[config.mk]
export PLATFORM = sky130hd
export DESIGN_NAME = fetx_encoder
export DESIGN_NICKNAME = d
export VERILOG_FILES = /design/src/fetx_pkg.sv /design/src/fetx_encoder.sv /design/src/fetx_line_coder.sv
export VERILOG_INCLUDE_DIRS = /design/src /design/src/src
export SDC_FILE = /design/constraint.sdc
export NUM_CORES = 1
export LEC_CHECK = 0
export BUFFER_PORTS_ARGS = -buffer_cell sky130_fd_sc_hd__buf_2
export CORE_ASPECT_RATIO = 0.75
export CORE_MARGIN = 4
export CORE_UTILIZATION = 25
export CTS_CLUSTER_DIAMETER = 50
export DETAILED_ROUTE_END_ITERATION = 16
export PLACE_DENSITY = 0.42
export SLEW_MARGIN = 40
export SYNTH_ARGS = -nofsm -noshare
export SYNTH_HDL_FRONTEND = slang
export SYNTH_SLANG_ARGS = --single-unit
[constraint.sdc]
create_clock -name clock_i -period 3.26 [get_ports clock_i]
set_input_delay 0.815 -clock clock_i [delete_from_list [all_inputs] [get_ports clock_i]]
set_output_delay 0.815 -clock clock_i [all_outputs]
set_load 0.05 [all_outputs]
[src/fetx_consts.svh]
/*
 * constants for the 100 Mbps transmit line encoder: code-groups, scrambler taps,
 * serializer bit indices and timing.
 * assumes it is included by bare name from every design file that needs it.
 */
// How it works
// - data nibbles map to fixed 5-bit code-groups
// - idle code-group 11111 between packets
// - first preamble byte becomes J then K
// - later preamble and data nibbles encoded normally
// - tx enable drop appends T then R
// - idle code-groups follow until next frame
// - halt code-group 00100 marks an error
// - lpi sends P, needs error high, enable low
// - undefined or control groups in data invalid
// - closed-loop 11-bit lfsr xors serial stream
// - scrambler can be bypassed by configuration
// - nrzi encoding always applied, no bypass
// - mlt-3 split into two alternating phased streams
// - nibbles become 125 Mbps mlt-3 symbol stream
// - only mlt-3 symbols, no binary output; the code also brings out nrzi_o and code_group_o
// - config 0x0404 selects full mlt-3 both outputs; the code has no config register and selects it with full_mlt3_i
// - sequencing follows standard 100base-tx transmit machine
`ifndef FETX_CONSTS_SVH
`define FETX_CONSTS_SVH

// control code-groups
`define FETX_CG_IDLE 5'h1f
`define FETX_CG_J 5'h18
`define FETX_CG_K 5'h11
`define FETX_CG_T 5'h0d
`define FETX_CG_R 5'h07
`define FETX_CG_H 5'h04
`define FETX_CG_P 5'h00
// lpi nibble on the mac side
`define FETX_LPI_NIBBLE 4'h1
// preamble nibble whose first two copies become j/k
`define FETX_PREAMBLE_NIBBLE 4'h5
// serializer
`define FETX_CG_BITS 5
`define FETX_BIT_LAST 3'h4
`define FETX_BIT_FIRST 3'h0
// scrambler: x^11 + x^9 + 1
`define FETX_LFSR_SEED 11'h7ff
`define FETX_LFSR_TAP_A 10
`define FETX_LFSR_TAP_B 8
// symbol period and clock period in ps
`define FETX_SYMBOL_PS 8000
`define FETX_CLOCK_PS 8000
`define FETX_SYMBOL_CYCLES ((`FETX_SYMBOL_PS + `FETX_CLOCK_PS - 1) / `FETX_CLOCK_PS)

`endif

[src/fetx_pkg.sv]
/*
 * types shared by the transmit line encoder files.
 * assumes fetx_consts.svh is available; holds types only.
 */
package fetx_pkg;
   // code-group selection state of the transmit sequencer
   typedef enum logic [2:0] {
      ST_IDLE,
      ST_SEND_K,
      ST_DATA,
      ST_SEND_T,
      ST_SEND_R,
      ST_LPI
   } fetx_tx_state_type;
   // mlt-3 level position in the zero, plus, zero, minus cycle
   typedef enum logic [1:0] {
      ML_ZERO_A,
      ML_PLUS,
      ML_ZERO_B,
      ML_MINUS
   } fetx_mlt_type;
endpackage

[src/fetx_encoder.sv]
/*
 * top of the 100 Mbps transmit line encoder: 4b/5b encoding with delimiter
 * and idle injection, lsb-first serializer, then the serial line coder.
 * assumes the mac presents nibble, enable and error synchronous to clock_i
 * and holds each nibble for five clocks, taken when nibble_take_o pulses.
 */
`timescale 1ns/1ps
`default_nettype none
`include "fetx_consts.svh"
module fetx_encoder (
   input wire logic clock_i,
   input wire logic nrst_i,
   input wire logic [3:0] txd_i,
   input wire logic tx_en_i,
   input wire logic tx_er_i,
   input wire logic scr_bypass_i,
   input wire logic full_mlt3_i,
   output logic nibble_take_o,
   output logic [4:0] code_group_o,
   output logic nrzi_o,
   output logic tx_pos_o,
   output logic tx_neg_o
);
   // 4b/5b data mapping; it yields only data groups, so no undefined group ever stands inside data
   // for a far receiver to flag; the only control group there is halt, sent when tx_er_i is high
   function automatic logic [4:0] enc4b5b(input logic [3:0] n);
      logic [4:0] c;
      c = `FETX_CG_IDLE;
      case (n)
         4'h0: c = 5'h1e;
         4'h1: c = 5'h09;
         4'h2: c = 5'h14;
         4'h3: c = 5'h15;
         4'h4: c = 5'h0a;
         4'h5: c = 5'h0b;
         4'h6: c = 5'h0e;
         4'h7: c = 5'h0f;
         4'h8: c = 5'h12;
         4'h9: c = 5'h13;
         4'ha: c = 5'h16;
         4'hb: c = 5'h17;
         4'hc: c = 5'h1a;
         4'hd: c = 5'h1b;
         4'he: c = 5'h1c;
         default: c = 5'h1d;
      endcase
      return c;
   endfunction

   fetx_pkg::fetx_tx_state_type st_r, st_nxt; // sequencer state
   logic [4:0] cg_r, cg_nxt; // code-group being serialized
   logic [4:0] shift_r, shift_nxt; // serializer shift register
   logic [2:0] bit_r, bit_nxt; // bit index inside code-group
   logic load; // last bit of a group: choose the next group

   assign load = (bit_r == `FETX_BIT_LAST);

   // sequencer: picks one code-group per five clocks
   always_comb begin
      st_nxt = st_r;
      cg_nxt = cg_r;
      if (load) begin
         case (st_r)
            fetx_pkg::ST_IDLE, fetx_pkg::ST_LPI: begin
               if (tx_en_i) begin
                  // first preamble nibble replaced by J, next by K
                  cg_nxt = `FETX_CG_J;
                  st_nxt = fetx_pkg::ST_SEND_K;
               end else if (tx_er_i && txd_i == `FETX_LPI_NIBBLE) begin
                  cg_nxt = `FETX_CG_P;
                  st_nxt = fetx_pkg::ST_LPI;
               end else begin
                  cg_nxt = `FETX_CG_IDLE;
                  st_nxt = fetx_pkg::ST_IDLE;
               end
            end
            fetx_pkg::ST_SEND_K: begin
               // k goes out even if enable dropped, so j is never orphaned
               cg_nxt = `FETX_CG_K;
               st_nxt = fetx_pkg::ST_DATA;
            end
            fetx_pkg::ST_DATA: begin
               if (!tx_en_i) begin
                  cg_nxt = `FETX_CG_T;
                  st_nxt = fetx_pkg::ST_SEND_R;
               end else if (tx_er_i) begin
                  cg_nxt = `FETX_CG_H;
               end else begin
                  cg_nxt = enc4b5b(txd_i);
               end
            end
            fetx_pkg::ST_SEND_R: begin
               cg_nxt = `FETX_CG_R;
               st_nxt = fetx_pkg::ST_IDLE;
            end
            default: begin
               cg_nxt = `FETX_CG_IDLE;
               st_nxt = fetx_pkg::ST_IDLE;
            end
         endcase
      end
   end

   // serializer: lsb first, one bit per 8 ns symbol
   always_comb begin
      bit_nxt = load ? `FETX_BIT_FIRST : bit_r + 3'h1;
      shift_nxt = load ? cg_nxt : {1'b0, shift_r[4:1]};
   end

   // registers only
   always_ff @(posedge clock_i or negedge nrst_i) begin
      if (!nrst_i) begin
         st_r <= fetx_pkg::ST_IDLE;
         cg_r <= `FETX_CG_IDLE;
         shift_r <= `FETX_CG_IDLE;
         bit_r <= `FETX_BIT_FIRST;
      end else begin
         st_r <= st_nxt;
         cg_r <= cg_nxt;
         shift_r <= shift_nxt;
         bit_r <= bit_nxt;
      end
   end

   assign nibble_take_o = load;
   assign code_group_o = cg_r;

   // scrambler, nrzi and mlt-3 at the 125 Mbps symbol rate
   fetx_line_coder u_line (
      .clock_i(clock_i),
      .nrst_i(nrst_i),
      .bit_i(shift_r[0]),
      .scr_bypass_i(scr_bypass_i),
      .full_mlt3_i(full_mlt3_i),
      .nrzi_o(nrzi_o),
      .tx_pos_o(tx_pos_o),
      .tx_neg_o(tx_neg_o)
   );
endmodule
`default_nettype wire

[src/fetx_line_coder.sv]
/*
 * serial back end: scrambler with bypass, nrzi encoder and mlt-3 splitter.
 * assumes one serial code-group bit per clock at 125 MHz from the encoder.
 */
`timescale 1ns/1ps
`default_nettype none
`include "fetx_consts.svh"
module fetx_line_coder (
   input wire logic clock_i,
   input wire logic nrst_i,
   input wire logic bit_i,
   input wire logic scr_bypass_i,
   input wire logic full_mlt3_i,
   output logic nrzi_o,
   output logic tx_pos_o,
   output logic tx_neg_o
);
   logic [10:0] lfsr_r, lfsr_nxt; // closed-loop scrambler state
   logic nrzi_r, nrzi_nxt; // current nrzi level
   fetx_pkg::fetx_mlt_type mlt_r, mlt_nxt; // mlt-3 position
   logic pos_r, pos_nxt;
   logic neg_r, neg_nxt;
   logic fb; // lfsr feedback bit
   logic scr_bit; // bit after scrambler or bypass

   // next-state logic for the whole serial chain
   always_comb begin
      fb = lfsr_r[`FETX_LFSR_TAP_A] ^ lfsr_r[`FETX_LFSR_TAP_B];
      // the lfsr runs free even in bypass, so toggling bypass keeps sync
      lfsr_nxt = {lfsr_r[9:0], fb};
      scr_bit = scr_bypass_i ? bit_i : (bit_i ^ fb);
      // nrzi has no bypass path at all
      nrzi_nxt = nrzi_r ^ scr_bit;
      // advance mlt-3 only on an nrzi transition
      mlt_nxt = mlt_r;
      if (scr_bit) begin
         case (mlt_r)
            fetx_pkg::ML_ZERO_A: mlt_nxt = fetx_pkg::ML_PLUS;
            fetx_pkg::ML_PLUS: mlt_nxt = fetx_pkg::ML_ZERO_B;
            fetx_pkg::ML_ZERO_B: mlt_nxt = fetx_pkg::ML_MINUS;
            default: mlt_nxt = fetx_pkg::ML_ZERO_A;
         endcase
      end
      // two alternately phased streams, one per driver side
      pos_nxt = (mlt_nxt == fetx_pkg::ML_PLUS);
      // full mode drives the negative side as well; otherwise that side rests
      neg_nxt = (mlt_nxt == fetx_pkg::ML_MINUS) & full_mlt3_i;
   end

   // registers only
   always_ff @(posedge clock_i or negedge nrst_i) begin
      if (!nrst_i) begin
         lfsr_r <= `FETX_LFSR_SEED;
         nrzi_r <= 1'b0;
         mlt_r <= fetx_pkg::ML_ZERO_A;
         pos_r <= 1'b0;
         neg_r <= 1'b0;
      end else begin
         lfsr_r <= lfsr_nxt;
         nrzi_r <= nrzi_nxt;
         mlt_r <= mlt_nxt;
         pos_r <= pos_nxt;
         neg_r <= neg_nxt;
      end
   end

   assign nrzi_o = nrzi_r;
   assign tx_pos_o = pos_r;
   assign tx_neg_o = neg_r;
endmodule
`default_nettype wire

==> run_results.csv <==
group,metric,value,unit
yosys,netlist_instances,139,
run_status,status,"finished clean",
die,die_y,76.1,microns
final_layout,diodes,0,
sta,setup_viol,0,
final_layout,fin_nets,171,
cts,clk_latency,0.27,ns
cts,cts_sinks,32,
yosys,ys_seq_area_share,53.6,%
cts,post_cts.repair.setup_buffers,0,
final_layout,layout.cells.most_common,"dfstp_2",
sta,fin_crit,2.74,ns
grt,grt_max_degree,33,
yosys,async_reset_ff_share,100,%
grt,grt.overflow.total,0,
cts,cts_tree,"done",
detailed_routing,vias,1100,
power,power.leakage,0.000766,uW
final_layout,area_delta_synth_final,17.5,%
yosys,ys_warn_count,0,
sta,worst_pin_slew,0.683,ns
detailed_routing,drtPass1Iterations,4,
detailed_routing,drt_iter0_drc,89,
sta,worst_clock_skew,0.00344,ns
detailed_routing,wl_per_cell,13.0,microns
setup_path,cpPeakStageDelay,0.38,ns
cts,htree_num_levels,2,
flow_run,drv_cap,0,
final_layout,ff_latch_area,827,sq um
yosys,synth_enable_flop_cells,0,
setup_path,cp_slowest_cell,"dfrtp_1",
yosys,syn_nets,154,
placement,dpl.hpwl,2.20,mm
placement,gp_congestion,0.849,
yosys,syn-cell-area,1540,sq um
sta,drv_slew,0,
worst_hold_path,worstHoldPathType,"reg -> reg",
final_layout,layout_common_cells,"dfstp_2, buf_2, dfrtp_1",
placement,io_buffers,18,
yosys,ys_ff_latch,32,
yosys,synth_ff_type,"dfstp_2",
setup_path,path_cells,"inv_1, ha_1, nand2_1, clkinv_1, buf_2",
setup_path,crit_arrival,1.93,ns
setup_path,crit_fanout,12,
die,initial_core_util,26.2,%
die,die_w,98.7,microns
placement,dp_slack,0.804,ns
yosys,post_synth_num_cell_types,48,
die,ios,19,
detailed_routing,postRouteAntennaNets,0,
detailed_routing,drc,0,
setup_path,endpoint_kind,"output pin",
detailed_routing,wirelength,3.07,mm
cts,holdBufCountCts,0,
cts,numCtsBuffers,5,
final_layout,final_cells,235,
sta,fin_setup_tns,0,ns
sta,relSlewSlack,54.5,%
setup_path,required,2.44,ns
grt,grt_pass1_wl,5.28,mm
power,p_per_area,885,nW/um^2
grt,first_global_vias,1098,
sta,setup_ws,0.518,ns
final_layout,drive_above_1_share,34.4,%
cts,cts-resized-gates,0,
setup_path,criticalPathCategory,"reg -> out",
power,power,1610,uW
die,die_area,7510,sq um
power,vdd_drop_max,0.000245,V
die,fp-row-count,24,
sta,finalCritPeriodShare,84.1,%
cts,cts_buffer_depth,2,
sta,hold_violations,0,
grt,antenna_found_initial,0,
cts,path_clk_slew,0.06,ns
grt,grtUsageTotal,8.60,%
detailed_routing,viasPerCell,4.68,
cts,clockRootBuffer,"clkbuf_8",
sta,rsz0062_at_grt,"no",
die,core,5890,sq um
final_layout,multiInputGateArea,643,sq um
setup_path,startpoint_type,"flop",
placement,dpl.cell_count,227,
yosys,synth_area_per_cell,11.1,sq um
sta,max_freq,365,MHz
final_layout,filler_cell_count,642,
==> sequential cells by signal, indices dropped and copies added, names as in the netlist <==
register,count
code_group_o,5
u_line.mlt_r,2
shift_r,5
bit_r,3
u_line.lfsr_r,11
u_line.nrzi_o,1
u_line.tx_pos_o,1
u_line.tx_neg_o,1
st_r,3
==> per-layer routing <==
metal | share of wire (%) | wire length (microns) | global-route usage [%]
met1 | 50 | 1540 | 12.9
met2 | 42 | 1290 | 11.1
met3 | 6.6 | 202 | 2.93
met4 | 1.1 | 34 | 3.27
met5 | 0 | 0 | 0
==> final cells by class <==
| type | instances | area share (%) |
|---|---|---|
| Clock buffer | 7 | 5.31 |
| Clock inverter | 1 | 1.66 |
| Inverter | 8 | 1.66 |
| Multi-Input combinational cell | 91 | 35.4 |
| Sequential cell | 32 | 45.6 |
| Tap cell | 78 | 5.38 |
| Timing Repair Buffer | 18 | 4.97 |
==> cells by family (layout without fill, tap and decap cells) <==
group / count (synthesis) / after routing / synth area share [%]
compound gates: 34 / 34 / 16.1
xor+xnor: 4 / 4 / 2.27
fa+ha+maj: 5 / 5 / 4.05
buf+inv: 16 / 34 / 4.78
flops: 32 / 32 / 53.6
mux: 5 / 5 / 3.40
simple gates: 43 / 43 / 15.8
==> critical path, delay by kind of cell, from the launching register on <==
kind	cells	cell delay, ns
AND/OR/NAND/NOR	1	0.32
buffers and inverters	3	0.73
adder cells (fa/ha/maj)	1	0.22
flip-flops	1	0.38
==> synth_stat cells (all sizes together), types with 3 or more instances <==
cell    number  area (sq um)
a21oi        8          40.0
mux2i        3          30.0
o21ai        3          15.0
ha           5          62.6
nor2         9          33.8
nand2       10          37.5
nor2b        3          18.8
a21o         3          22.5
nand3        4          20.0
a211oi       3          22.5
buf          6          36.3
dfrtp       11           275
dfstp       21           552
nand2b       4          25.0
inv          7          26.3
==> path summary, 6_finish.rpt <==
| path | startpoint | endpoint | slack (ns) | cells past startpoint |
|---|---|---|---|---|
| max in group asynchronous | nrst_i | st_r[1] | 2.24 | 1 |
| min reg2reg | u_line.lfsr_r[7] | u_line.lfsr_r[8] | 0.36 | 0 |
| min in group asynchronous | nrst_i | u_line.mlt_r[0] | 0.58 | 1 |
| min | u_line.lfsr_r[7] | u_line.lfsr_r[8] | 0.36 | 0 |
| max reg2reg | bit_r[0] | shift_r[2] | 1.39 | 7 |
| max | bit_r[0] | nibble_take_o | 0.52 | 5 |
==> stage by stage <==
step | cell area (sq um) | utilization (%) | hold slack [ns]
floorplan | 1540 | - | 0.345
global placement | 1690 | 28.7 | 0.346
detailed placement | 1690 | 28.7 | 0.347
CTS | 1810 | 30.8 | 0.357
global route | 1810 | 30.8 | 0.359
finish | 1810 | 30.8 | 0.356
==> report_power, final <==
group	internal, uW	total [uW]	switching, uW
clock network	269	404	135
registers	509	597	88.8
logic	218	604	386
total	996	1610	610
Power figures use the tool's default switching activity.
